<file path="config.mk">
export PLATFORM = sky130hd
export DESIGN_NAME = spimsp_port
export DESIGN_NICKNAME = d
export VERILOG_FILES = /design/src/hdl/spimsp_buf2.v /design/src/hdl/spimsp_port.v
export VERILOG_INCLUDE_DIRS = /design/src /design/src/hdl
export SDC_FILE = /design/constraint.sdc
export NUM_CORES = 1
export LEC_CHECK = 0
export BUFFER_PORTS_ARGS = -buffer_cell sky130_fd_sc_hd__buf_2
export CORE_MARGIN = 1
export CORE_UTILIZATION = 54
export DETAILED_ROUTE_END_ITERATION = 16
export GPL_TIMING_DRIVEN = 0
export PLACE_DENSITY = 0.88
export RECOVER_POWER = 50
export SLEW_MARGIN = 15
export SYNTH_ARGS = -nofsm -noshare
export SYNTH_HDL_FRONTEND = slang
export SYNTH_SLANG_ARGS = --single-unit
</file>
<file path="constraint.sdc">
create_clock -name i_mclk -period 2.4 [get_ports i_mclk]
set_input_delay 0.24 -clock i_mclk [delete_from_list [all_inputs] [get_ports i_mclk]]
set_output_delay 0.24 -clock i_mclk [all_outputs]
set_load 0.05 [all_outputs]
</file>
<file path="src/hdl/spimsp_map.vh">
// spimsp_map.vh: register offsets, field positions, reset values, timing counts
// assumes an 8-bit special-function-register bus with 8-bit addresses
`ifndef SPIMSP_MAP_VH
`define SPIMSP_MAP_VH
// ---------------------------------------------------------------
// register offsets
// ---------------------------------------------------------------
`define SPIMSP_ADDR_IRQ_EN 8'hab
`define SPIMSP_ADDR_FLAGS 8'hb3
`define SPIMSP_ADDR_PWR 8'hbf
`define SPIMSP_ADDR_CTRL 8'hd1
`define SPIMSP_ADDR_DATA 8'hd2
// ---------------------------------------------------------------
// field positions
// ---------------------------------------------------------------
`define SPIMSP_IE_TX 3
`define SPIMSP_IE_RX 2
`define SPIMSP_IE_ERR 1
`define SPIMSP_FL_TXE 3
`define SPIMSP_FL_RXF 2
`define SPIMSP_FL_OVR 1
`define SPIMSP_FL_MODE_FAULT_FLAG 0
`define SPIMSP_PD_BIT 0
`define SPIMSP_CR_MODE_FAULT_ENABLE 6
`define SPIMSP_CR_MSTR 5
`define SPIMSP_CR_CLOCK_IDLE_LEVEL 4
`define SPIMSP_CR_CLOCK_PHASE_SELECT 3
// ---------------------------------------------------------------
// reset values and bits per byte
// ---------------------------------------------------------------
`define SPIMSP_RST_IRQ_EN 8'h00
`define SPIMSP_RST_PWR 8'h27
`define SPIMSP_RST_CTRL 7'h2c
`define SPIMSP_RST_IE 3'h0
`define SPIMSP_BITS_PER_BYTE 4'h8
`endif

</file>
<file path="src/hdl/spimsp_buf2.v">
// spimsp_buf2.v: two-entry valid/ready buffer for received bytes
// assumes a single clock and an asynchronous active-high reset
module spimsp_buf2 #(
  parameter WIDTH = 8
) (
  input wire i_mclk,
  input wire i_rst,
  input wire i_flush,
  input wire i_in_valid,
  output wire o_in_ready,
  input wire [WIDTH-1:0] i_in_data,
  output wire o_out_valid,
  input wire i_out_ready,
  output wire [WIDTH-1:0] o_out_data
);
  reg [WIDTH-1:0] mem_reg [0:1];
  reg wr_ptr_reg;
  reg rd_ptr_reg;
  reg [1:0] count_reg;
  wire push;
  wire pop;

  assign o_in_ready = (count_reg != 2'h2);
  assign o_out_valid = (count_reg != 2'h0);
  assign o_out_data = mem_reg[rd_ptr_reg];
  assign push = i_in_valid && o_in_ready;
  assign pop = o_out_valid && i_out_ready;

  always @(posedge i_mclk)
  begin
    if (push)
    begin
      mem_reg[wr_ptr_reg] <= i_in_data;
    end
  end

  always @(posedge i_mclk or posedge i_rst)
  begin
    if (i_rst)
    begin
      wr_ptr_reg <= 1'b0;
      rd_ptr_reg <= 1'b0;
      count_reg <= 2'h0;
    end
    else if (i_flush)
    begin
      wr_ptr_reg <= 1'b0;
      rd_ptr_reg <= 1'b0;
      count_reg <= 2'h0;
    end
    else
    begin
      if (push)
      begin
        wr_ptr_reg <= ~wr_ptr_reg;
      end
      if (pop)
      begin
        rd_ptr_reg <= ~rd_ptr_reg;
      end
      count_reg <= count_reg + {1'b0, push} - {1'b0, pop};
    end
  end
endmodule

</file>
<file path="src/hdl/spimsp_port.v">
// spimsp_port.v: four-wire serial port, master or slave, behind the special-function-register bus
// assumes bus strobes and serial pins are synchronous to i_mclk; slave clock well below i_mclk/4
//
// Contract
// power-down bit zero enables the port; setting it partially resets the port.
// tx empty flag sets on holding-to-shift move; interrupts when enabled.
// rx full flag sets on shift-to-holding move; interrupts when enabled.
// error enable gates both mode fault and overrun interrupts.
// after reset tx empty reads one; other flags read zero.
// writing the data port loads transmit holding and clears tx empty.
// software writes data only while tx empty is high.
// rx full clears on flag read with it set, then data read.
// byte arriving while holding unread sets overrun, keeps old byte, drops new.
// overrun clears on flag read with it set, then data read.
// slave with fault enable: select rising mid-transfer sets mode fault.
// master with fault enable: select low at any time sets mode fault.
// mode fault clears on flag read with it set, then control write.
// mode fault sets only when enabled; clearing enable keeps the flag.
// select pin is general I/O only in enabled master without fault enable.
// fault enable low: select ignored by master, only masks fault in slave.
// master select one means master, zero slave; resets to one.
// idle level fixes serial clock between transfers; both ends must match.
// with phase zero the master raises select between bytes.
// divisor codes give 2 to 256; bit rate clock/2/divisor; unused in slave.
// data port writes go to tx holding, reads from separate rx holding.
// partial reset sets tx empty, aborts, clears shifter and count, frees pins.
// master data write starts transfer; empty shifter loads at once.
// master mode fault sets power-down and tx empty, clears count, frees pins.
// external master holds select low for the whole byte.
// eight bits, msb first, one sampled and one driven per clock period.
module spimsp_port (
  input wire i_mclk,
  input wire i_rst,
  input wire [7:0] i_addr,
  input wire i_wr,
  input wire i_rd,
  input wire [7:0] i_wdata,
  output reg [7:0] o_rdata,
  output wire o_irq,
  output wire o_pins_owned,
  output wire o_scs_owned,
  input wire i_sclk,
  output reg o_sclk,
  output wire o_sclk_oe,
  input wire i_mosi,
  output wire o_mosi,
  output wire o_mosi_oe,
  input wire i_miso,
  output wire o_miso,
  output wire o_miso_oe,
  input wire i_scs_n
);
`include "spimsp_map.vh"
  // ---------------------------------------------------------------
  // registers
  // ---------------------------------------------------------------
  reg [7:0] pwr_reg;
  reg [2:0] ie_reg;
  reg [6:0] ctrl_reg;
  reg txe_reg, rxf_reg, ovr_reg, mode_fault_flag_reg;
  reg [7:0] txh_reg;
  reg [7:0] sh_reg;
  reg [3:0] bit_cnt_reg;
  reg busy_reg;
  reg [7:0] div_cnt_reg;
  reg half_reg;
  reg rx_arm_reg, ovr_arm_reg, mode_fault_flag_arm_reg;
  reg sclk_d_reg, scs_d_reg;
  reg in_bit_reg;

  wire pd = pwr_reg[`SPIMSP_PD_BIT];
  wire mstr = ctrl_reg[`SPIMSP_CR_MSTR];
  wire mode_fault_enable = ctrl_reg[`SPIMSP_CR_MODE_FAULT_ENABLE];
  wire clock_idle_level = ctrl_reg[`SPIMSP_CR_CLOCK_IDLE_LEVEL];
  wire clock_phase_select = ctrl_reg[`SPIMSP_CR_CLOCK_PHASE_SELECT];
  wire wr_data = i_wr && (i_addr == `SPIMSP_ADDR_DATA);
  wire rd_data = i_rd && (i_addr == `SPIMSP_ADDR_DATA);
  wire rd_flags = i_rd && (i_addr == `SPIMSP_ADDR_FLAGS);
  wire wr_ctrl = i_wr && (i_addr == `SPIMSP_ADDR_CTRL);

  // divisor 2..256 as half-period length 2^(code+1) clocks, gives clock/2/divisor per bit
  function [7:0] half_period;
    input [2:0] code;
    begin
      half_period = 8'hff >> (3'h7 - code);
    end
  endfunction

  // ---------------------------------------------------------------
  // pin ownership
  // ---------------------------------------------------------------
  assign o_pins_owned = ~pd;
  assign o_scs_owned = ~pd && (~mstr || mode_fault_enable);
  assign o_sclk_oe = ~pd && mstr;
  assign o_mosi_oe = ~pd && mstr;
  assign o_miso_oe = ~pd && ~mstr && ~i_scs_n;
  assign o_mosi = sh_reg[7];
  assign o_miso = sh_reg[7];

  // ---------------------------------------------------------------
  // receive buffer: two entries stand between shifter and holding register
  // ---------------------------------------------------------------
  reg rxb_valid_reg;
  reg [7:0] rxb_data_reg;
  wire rxb_in_ready, rxb_out_valid;
  wire [7:0] rxb_out_data;
  wire rxh_free = ~rxf_reg;
  spimsp_buf2 #(
    .WIDTH(8)
  ) u_rxbuf (
    .i_mclk(i_mclk),
    .i_rst(i_rst),
    .i_flush(pd),
    .i_in_valid(rxb_valid_reg),
    .o_in_ready(rxb_in_ready),
    .i_in_data(rxb_data_reg),
    .o_out_valid(rxb_out_valid),
    .i_out_ready(rxh_free),
    .o_out_data(rxb_out_data)
  );
  reg [7:0] rxh_reg;
  wire rx_move = rxb_out_valid && rxh_free;
  wire rx_drop = rxf_reg || ovr_reg || rxb_valid_reg || rxb_out_valid;

  // ---------------------------------------------------------------
  // serial timing
  // ---------------------------------------------------------------
  wire sclk_in = clock_idle_level ^ i_sclk;
  wire s_lead = ~mstr && ~sclk_d_reg && sclk_in && ~i_scs_n;
  wire s_trail = ~mstr && sclk_d_reg && ~sclk_in && ~i_scs_n;
  wire tick = mstr && busy_reg && (div_cnt_reg == 8'h00);
  wire m_lead = tick && ~half_reg;
  wire m_trail = tick && half_reg;
  wire lead = m_lead || s_lead;
  wire trail = m_trail || s_trail;
  // phase 0 samples on the leading edge, phase 1 on the trailing one
  wire sample = clock_phase_select ? trail : lead;
  wire shift = clock_phase_select ? lead : trail;
  wire last = (bit_cnt_reg == `SPIMSP_BITS_PER_BYTE - 4'h1);
  wire byte_done = busy_reg && (clock_phase_select ? trail : shift) && last;
  wire m_fault = mstr && mode_fault_enable && ~i_scs_n && ~pd;
  wire s_fault = ~mstr && mode_fault_enable && busy_reg && i_scs_n && ~scs_d_reg && ~pd;
  wire load_m = mstr && ~busy_reg && ~txe_reg && ~pd;
  wire s_start = ~mstr && scs_d_reg && ~i_scs_n;
  wire load_s = ~mstr && ~busy_reg && ~txe_reg && ~pd;

  always @(posedge i_mclk or posedge i_rst)
  begin
    if (i_rst)
    begin
      pwr_reg <= `SPIMSP_RST_PWR;
      ie_reg <= `SPIMSP_RST_IE;
      ctrl_reg <= `SPIMSP_RST_CTRL;
      txe_reg <= 1'b1;
      rxf_reg <= 1'b0;
      ovr_reg <= 1'b0;
      mode_fault_flag_reg <= 1'b0;
      txh_reg <= 8'h00;
      rxh_reg <= 8'h00;
      sh_reg <= 8'h00;
      bit_cnt_reg <= 4'h0;
      busy_reg <= 1'b0;
      div_cnt_reg <= 8'h00;
      half_reg <= 1'b0;
      rx_arm_reg <= 1'b0;
      ovr_arm_reg <= 1'b0;
      mode_fault_flag_arm_reg <= 1'b0;
      sclk_d_reg <= 1'b0;
      scs_d_reg <= 1'b1;
      in_bit_reg <= 1'b0;
      o_sclk <= 1'b0;
      rxb_valid_reg <= 1'b0;
      rxb_data_reg <= 8'h00;
    end
    else
    begin
      sclk_d_reg <= sclk_in;
      scs_d_reg <= i_scs_n;
      // built from the next half state so pin edges fall on the shift and sample ticks
      o_sclk <= clock_idle_level ^ (busy_reg && mstr && (half_reg ^ tick));
      if (rxb_in_ready)
      begin
        rxb_valid_reg <= 1'b0;
      end
      // bus writes
      if (i_wr && i_addr == `SPIMSP_ADDR_PWR)
      begin
        pwr_reg <= i_wdata;
      end
      if (i_wr && i_addr == `SPIMSP_ADDR_IRQ_EN)
      begin
        ie_reg <= i_wdata[`SPIMSP_IE_TX:`SPIMSP_IE_ERR];
      end
      if (wr_ctrl)
      begin
        ctrl_reg <= i_wdata[6:0];
      end
      if (wr_data)
      begin
        txh_reg <= i_wdata;
        txe_reg <= 1'b0;
      end
      // flag read arms the clears; data read or control write completes them
      if (rd_flags)
      begin
        rx_arm_reg <= rxf_reg;
        ovr_arm_reg <= ovr_reg;
        mode_fault_flag_arm_reg <= mode_fault_flag_reg;
      end
      if (rd_data && rx_arm_reg)
      begin
        rxf_reg <= 1'b0;
        rx_arm_reg <= 1'b0;
      end
      if (rd_data && ovr_arm_reg)
      begin
        ovr_reg <= 1'b0;
        ovr_arm_reg <= 1'b0;
      end
      if (wr_ctrl && mode_fault_flag_arm_reg)
      begin
        mode_fault_flag_reg <= 1'b0;
        mode_fault_flag_arm_reg <= 1'b0;
      end
      // shifter
      if (load_m || (load_s && s_start))
      begin
        sh_reg <= txh_reg;
        txe_reg <= 1'b1;
        busy_reg <= 1'b1;
        bit_cnt_reg <= 4'h0;
        half_reg <= 1'b0;
        div_cnt_reg <= half_period(ctrl_reg[2:0]);
      end
      else if (~mstr && s_start)
      begin
        busy_reg <= 1'b1;
        bit_cnt_reg <= 4'h0;
      end
      else if (busy_reg)
      begin
        if (mstr)
        begin
          div_cnt_reg <= (div_cnt_reg == 8'h00) ? half_period(ctrl_reg[2:0]) : div_cnt_reg - 8'h01;
          if (tick)
          begin
            half_reg <= ~half_reg;
          end
        end
        if (sample)
        begin
          in_bit_reg <= mstr ? i_miso : i_mosi;
        end
        // phase 1 keeps the msb through the first leading edge; phase 0 skips the last shift
        if (shift && (clock_phase_select ? (bit_cnt_reg != 4'h0) : ~last))
        begin
          sh_reg <= {sh_reg[6:0], in_bit_reg};
        end
        if (trail)
        begin
          bit_cnt_reg <= bit_cnt_reg + 4'h1;
        end
        if (byte_done)
        begin
          busy_reg <= 1'b0;
          // an unread holding byte or a standing overrun drops the new byte
          if (rx_drop)
          begin
            ovr_reg <= 1'b1;
          end
          else
          begin
            rxb_valid_reg <= 1'b1;
            rxb_data_reg <= clock_phase_select ? {sh_reg[6:0], (mstr ? i_miso : i_mosi)} : {sh_reg[6:0], in_bit_reg};
          end
        end
      end
      if (~mstr && busy_reg && i_scs_n && ~scs_d_reg)
      begin
        busy_reg <= 1'b0;
      end
      // receive holding register; once overrun, later bytes are dropped
      if (rx_move)
      begin
        rxh_reg <= rxb_out_data;
        rxf_reg <= 1'b1;
      end
      if (m_fault || s_fault)
      begin
        mode_fault_flag_reg <= 1'b1;
      end
      if (m_fault)
      begin
        pwr_reg[`SPIMSP_PD_BIT] <= 1'b1;
      end
      // partial reset; control bits and rx/overrun/fault flags survive it
      if (pd || m_fault)
      begin
        txe_reg <= 1'b1;
        busy_reg <= 1'b0;
        sh_reg <= 8'h00;
        bit_cnt_reg <= 4'h0;
        half_reg <= 1'b0;
        rxb_valid_reg <= 1'b0;
      end
    end
  end

  // ---------------------------------------------------------------
  // interrupt request and read mux
  // ---------------------------------------------------------------
  assign o_irq = (ie_reg[2] && txe_reg) || (ie_reg[1] && rxf_reg) ||
    (ie_reg[0] && (ovr_reg || mode_fault_flag_reg));

  always @*
  begin
    case (i_addr)
      `SPIMSP_ADDR_IRQ_EN: o_rdata = {4'h0, ie_reg, 1'b0};
      `SPIMSP_ADDR_FLAGS: o_rdata = {4'h0, txe_reg, rxf_reg, ovr_reg, mode_fault_flag_reg};
      `SPIMSP_ADDR_PWR: o_rdata = {1'b0, pwr_reg[6:0]};
      `SPIMSP_ADDR_CTRL: o_rdata = {1'b0, ctrl_reg};
      `SPIMSP_ADDR_DATA: o_rdata = rxh_reg;
      default: o_rdata = 8'h00;
    endcase
  end
endmodule

</file>
==> impl_results.md, run 1 <==
- Min-delay src: i_scs_n
- Diode count: 0
- Leading cell types by count after synthesis: 70 x dfrtp_1, 44 x nand2_1, 27 x nor2_1
- Crit start category: register
- Core Area: 8258 sq um
- Grt ovf: 0
- Hold endpoint: scs_d_reg$_DFF_PP1_
- TritonCTS clock tree: yes
- Skew-Pair Late Insertion Delay: 0.36 ns
- Max FFs per register: 16
- Vias: 3,456
- Final hold slack: 0.08115 ns
- Max-cap viol count: 0
- Hpwl dp: 7503 um
- Pwr/cell area: 719.5 nW/um^2
- Cell with the most instances after synthesis: dfrtp_1
- H-tree depth: 3
- CP max FO: 9
- Post-synth top flop: dfrtp_1
- First-iteration detailed-routing DRC count: 267
- Hold Crit Class: input pin to register
- Post-synth top area cell: dfrtp_1
- DP Worst Slack: -0.4161 ns
- Area of the multi-input gates: 2069 sq um
- Clock root buffer: clkbuf_8
- I/O pin cnt: 41
- Syn_area_per_cell: 11.29 sq um
- EDFF count, synth: 16
- Syn. warnings: 0
- Synth Cell Area: 4638 sq um
- Worst-path clk slew: 0.09 ns
- FF-to-FF path depth: 10
- Status: finished clean
- CP max-delay cell: dfrtp_1
- Largest net degree at the start of global routing: 64
- Worst r2r src: div_cnt_reg[0]$_DFFE_PP0P_
- Post-synthesis register bit count: 95
- First-pass GRT wire length: 16,840 um
- Register area share after synthesis: 53.22%
- Initial Utilization: 56.17%
- Final Slew Violations: 0
- Final Hold Vio Count: 0
- Layout cells sized above 1: 27.54%
- Setup slack after layout: 0.06929 ns
- Worst slew pin tran: 0.8617 ns
- Area Growth Syn to Fin: 13.89%
- Minimum clock period: 2.331 ns
- Final Power: 3.801 mW
- Leakage: 2.441 nW
- Hold depth: 1
- Die width: 94.68 um
- Reg-to-reg slack, setup: 0.07 ns
- Fill cells: 614
- Endpoints failing setup: 0
- Fin Clk Skew: 0.01027 ns
- Via density: 5.990
- Max frequency: 0.4291 GHz
- Die Span Y: 94.68 um
- Number of global-route vias before repair: 3,379
- Crit end category: register
- Longest Clk Path Bufs: 2
- Setup TNS Final: 0 ns
- Normalized max-slew margin: 42.55%
- CTS Buf Count: 9
- Worst EP arrival: 2.57 ns
- VDD IR max: 0.3254 mV
- Placer Congestion: 0.8782
- Top-area cell type share of the netlist area: 37.77%
- Critical path's largest stage delay: 0.41 ns
- Register Area: 2469 sq um
- Synth Instances: 411
- Worst path required time: 2.64 ns
- Die footprint: 8964 sq um
- Synth area leaders: dfrtp_1 38%, edfxtp_1 10%, mux2_2 5.8%
- CP startpoint: div_cnt_reg[0]$_DFFE_PP0P_
- Detailed Route WL: 10,530 um
- Setup CP Type: register to register
- R2R Path End: rxb_data_reg[2]$_DFFE_PP0P_
- Post-synth ARST share: 83.16%
- Crit-path cells: inv_2, ha_2, nor3b_4, nand2_4, nor2_4, ha_4, a31o_4, and4_1, buf_6, mux2_4
- Antenna violations before repair: 0
- DR pass1 iterations: 5
- Row cnt: 33
- Sink Count: 95
- Nets: 499
- Global Route Usage Sum: 24.95%
- Syn nets: 443
- # DRC: 0
- Routed len/inst: 18.24 um
- Period Utilization, post-route: 97.11%
- Yosys cell types: 64
- # port buffers: 39
- Final ANT Viol Nets: 0
layout by cell type (no fill, tap or decap), types with 11 or more instances in the layout:
cell,netlist,routed
dfrtp_1,70,70
nand2_1,44,44
buf_2,3,40
nor2_1,27,26
o21ai_0,24,24
mux2_2,24,24
mux2i_1,20,18
a21oi_1,16,16
edfxtp_1,16,16
inv_1,17,14
nand3_1,13,13
clkbuf_1,9,11
clkbuf_8,0,11
per-layer routing:
layer,up-vias,global-route usage [%],wire (um)
met5,-,0,0
met4,0,9.091,181
met3,19,4.911,716
met2,156,38.31,5011
met1,1699,35.29,4617
li1,1582,-,-
area by class of cell:
type | instances | area share [%]
clock inverter | 3 | 0.8053
buffer | 14 | 1.492
tap | 105 | 2.487
inverter | 17 | 1.232
timing repair buffer | 47 | 5.069
multi-input combinational | 283 | 39.18
clock buffer | 13 | 3.008
sequential | 95 | 46.73
worst max path at each step:
stage,end,slack [ns]
5_1_grt,rxb_data_reg[0]$_DFFE_PP0P_,-0.03
2_1_floorplan,rxb_data_reg[0]$_DFFE_PP0P_,0.02
3_3_place_gp,rxb_data_reg[7]$_DFFE_PP0P_,-0.69
6_report,rxb_data_reg[2]$_DFFE_PP0P_,0.07
4_1_cts,rxb_data_reg[2]$_DFFE_PP0P_,0.003
3_5_place_dp,rxb_data_reg[2]$_DFFE_PP0P_,-0.42
cells by family (layout without fill, tap and decap cells):
family                   Yosys count  after routing  synth area share, %
flip-flops                        95             95                53.22
XOR/XNOR                          10             10                1.888
AND/OR/NAND/NOR                  129            129                14.46
multiplexers                      53             53                13.06
buffers and inverters             33             94                3.237
AO/OA/AOI/OAI                     83             83                11.98
adder cells (fa/ha/maj)            8              8                2.158
repair_timing:
item / in CTS / in global routing
pin swaps: 1 / 2
endpoints found under the hold margin: 15 / 0
buffers inserted: 3 / 3
endpoints found under the setup margin: 21 / 17
gates resized for setup: 6 / 6
hold buffers: 1 / 0
worst max-delay path, delay by kind of cell (launching register included):
kind,cells,cell delay (ns)
DFF,1,0.41
buffers and inverters,2,0.27
and+or+nand+nor,4,0.71
muxes,1,0.31
adders and majority gates,2,0.36
AOI/OAI and AO/OA,1,0.14
report_power, final:
group	leakage, nW	switching, mW	internal [mW]
Sequential	1.22	0.199	1.79
Clock	0.0996	0.539	0.539
Combinational	1.12	0.407	0.325
through the flow:
stage          cell area (sq um)  cells  util, %
6_report                    5283    577    63.97
5_1_grt                     5283    577    63.97
4_1_cts                     5265    575    63.76
3_5_place_dp                4995    556    60.48
3_3_place_gp                4965    555    60.12
2_1_floorplan               4638    411        -
Note: power is estimated with default switching activity, not from simulation.
==> run 2, diff against run 1 <==
--- a/config.mk
+++ b/config.mk
@@ -8,10 +8,10 @@
 export LEC_CHECK = 0
 export BUFFER_PORTS_ARGS = -buffer_cell sky130_fd_sc_hd__buf_2
 export CORE_MARGIN = 1
-export CORE_UTILIZATION = 54
+export CORE_UTILIZATION = 55
 export DETAILED_ROUTE_END_ITERATION = 16
 export GPL_TIMING_DRIVEN = 0
-export PLACE_DENSITY = 0.88
+export PLACE_DENSITY = 0.87
 export RECOVER_POWER = 50
 export SLEW_MARGIN = 15
 export SYNTH_ARGS = -nofsm -noshare
==> constraint.sdc (replaced) <==
create_clock -name i_mclk -period 2.97 [get_ports i_mclk]
set_input_delay 0.297 -clock i_mclk [delete_from_list [all_inputs] [get_ports i_mclk]]
set_output_delay 0.297 -clock i_mclk [all_outputs]
set_load 0.05 [all_outputs]
==> run 2 against run 1 <==
  * Final area fell by 2.4%
  * Clock-buffer cell count is 3 lower
  * Sequential power shrank 21%
  * Final cell count shrank 0.69%
==> impl_results.md, run 2 (synthesis gave the netlist of run 1 again) <==
- # port buffers: 39
- Most common cell after layout, fill and taps aside: dfrtp_1
- Worst slew pin tran: 1.310 ns
- Longest Clk Path Bufs: 2
- Max FFs per register: 16
- Worst path required time: 3.22 ns
- Area of the multi-input gates: 2017 sq um
- Initial Utilization: 56.73%
- Hold Crit Class: input pin to register
- Die Span Y: 93.83 um
- Post-CTS sizing: 0
- Status: finished clean
- Reg-to-reg slack, setup: 0.21 ns
- CP max FO: 9
- I/O pin cnt: 41
- First-iteration detailed-routing DRC count: 274
- Final ANT Viol Nets: 0
- Register Area: 2469 sq um
- Worst-path clk slew: 0.09 ns
- Worst r2r src: div_cnt_reg[0]$_DFFE_PP0P_
- First-pass GRT wire length: 15,500 um
- Max-cap viol count: 0
- Period Utilization, post-route: 93.02%
- Hold depth: 1
- DP Worst Slack: 0.2694 ns
- Via density: 5.841
- Most frequent cells in the layout: 70 x dfrtp_1, 44 x nand2_1, 40 x buf_2
- Number of global-route vias before repair: 3,266
- Layout cells sized above 1: 24.79%
- VDD IR max: 0.3480 mV
- Fin Clk Skew: 0.008119 ns
- Global Route Usage Sum: 23.28%
- Fill cells: 640
- Die footprint: 8804 sq um
- Final Power: 2.914 mW
- Max frequency: 0.3620 GHz
- Vias: 3,347
- FF-to-FF path depth: 10
- Minimum clock period: 2.763 ns
- Routed len/inst: 16.75 um
- Worst EP arrival: 3.01 ns
- Die width: 93.83 um
- Final Slew Violations: 0
- Core Area: 8175 sq um
- DR pass1 iterations: 6
- Clock root buffer: clkbuf_8
- Hpwl dp: 7134 um
- Area Growth Syn to Fin: 11.20%
- H-tree depth: 3
- RSZ-0062 raised after global routing: false
- # DRC: 0
- Leakage: 2.404 nW
- Hold endpoint: scs_d_reg$_DFF_PP1_
- Pwr/cell area: 565.0 nW/um^2
- Normalized max-slew margin: 12.18%
- Final Hold Vio Count: 0
- Setup CP Type: register to register
- Row cnt: 33
- R2R Path End: rxb_data_reg[1]$_DFFE_PP0P_
- CTS Buf Count: 9
- Endpoints failing setup: 0
- Crit start category: register
- Placer Congestion: 0.8496
- Sink Count: 95
- Diode count: 0
- Setup slack after layout: 0.2073 ns
- Skew-Pair Late Insertion Delay: 0.36 ns
- Min-delay src: i_scs_n
- Antenna violations before repair: 0
- Detailed Route WL: 9598 um
- TritonCTS clock tree: yes
- Largest net degree at the start of global routing: 51
- Final hold slack: 0.1363 ns
- Nets: 495
- Crit end category: register
- Grt ovf: 0
run 2: layout make-up:
| cell class | instances | share of cell area (%) |
|---|---|---|
| sequential | 95 | 47.87 |
| inverter | 17 | 1.262 |
| tap | 105 | 2.547 |
| buffer | 16 | 1.674 |
| clock buffer | 10 | 2.475 |
| timing repair buffer | 41 | 4.027 |
| clock inverter | 6 | 1.043 |
| multi-input combinational | 283 | 39.11 |
run 2: worst max-delay path by stage:
stage,from,to,slack [ns],cells after the start
finish,div_cnt_reg[0]$_DFFE_PP0P_,rxb_data_reg[1]$_DFFE_PP0P_,0.21,10
global route,div_cnt_reg[0]$_DFFE_PP0P_,rxb_data_reg[1]$_DFFE_PP0P_,0.02,10
CTS,div_cnt_reg[0]$_DFFE_PP0P_,rxb_data_reg[1]$_DFFE_PP0P_,0.24,10
detailed placement,div_cnt_reg[0]$_DFFE_PP0P_,rxb_data_reg[1]$_DFFE_PP0P_,0.27,10
global placement,i_rst,rxb_data_reg[7]$_DFFE_PP0P_,-0.19,2
floorplan,div_cnt_reg[0]$_DFFE_PP0P_,rxb_data_reg[0]$_DFFE_PP0P_,0.59,10
run 2: per-layer routing:
metal	vias up	track usage, %	wire (um)
li1	1568	-	-
met1	1640	31.41	4232
met2	127	37.53	4635
met3	12	4.935	604
met4	0	7.692	125
met5	-	0	0
run 2: worst max-delay path, cell delays in order, from the launching register on:
cell	delay (ns)
dfrtp_1	0.40
inv_1	0.14
ha_1	0.18
nor3b_1	0.43
nand2_4	0.12
nor2_1	0.24
ha_1	0.22
a31o_2	0.19
and4_1	0.24
buf_6	0.17
mux2_4	0.31
run 2: timing repair:
| action | CTS | global route |
|---|---|---|
| hold buffers | 1 | 0 |
| hold endpoints to repair | 28 | 0 |
| buffers inserted | 0 | 0 |
run 2: where the power goes:
part,leakage (nW),switching [mW],total (mW),internal [mW]
clock network,0.0951,0.469,0.791,0.323
registers,1.22,0.137,1.58,1.45
logic,1.09,0.308,0.538,0.230
run 2: per-stage QoR:
| step | TNS [ns] | instance area, sq um | std cells | utilization [%] |
|---|---|---|---|---|
| 2_1_floorplan | 0 | 4638 | 411 | - |
| 3_3_place_gp | -12.79 | 4965 | 555 | 60.73 |
| 3_5_place_dp | 0 | 4995 | 556 | 61.10 |
| 4_1_cts | 0 | 5186 | 573 | 63.44 |
| 5_1_grt | 0 | 5157 | 573 | 63.09 |
| 6_report | 0 | 5157 | 573 | 63.09 |
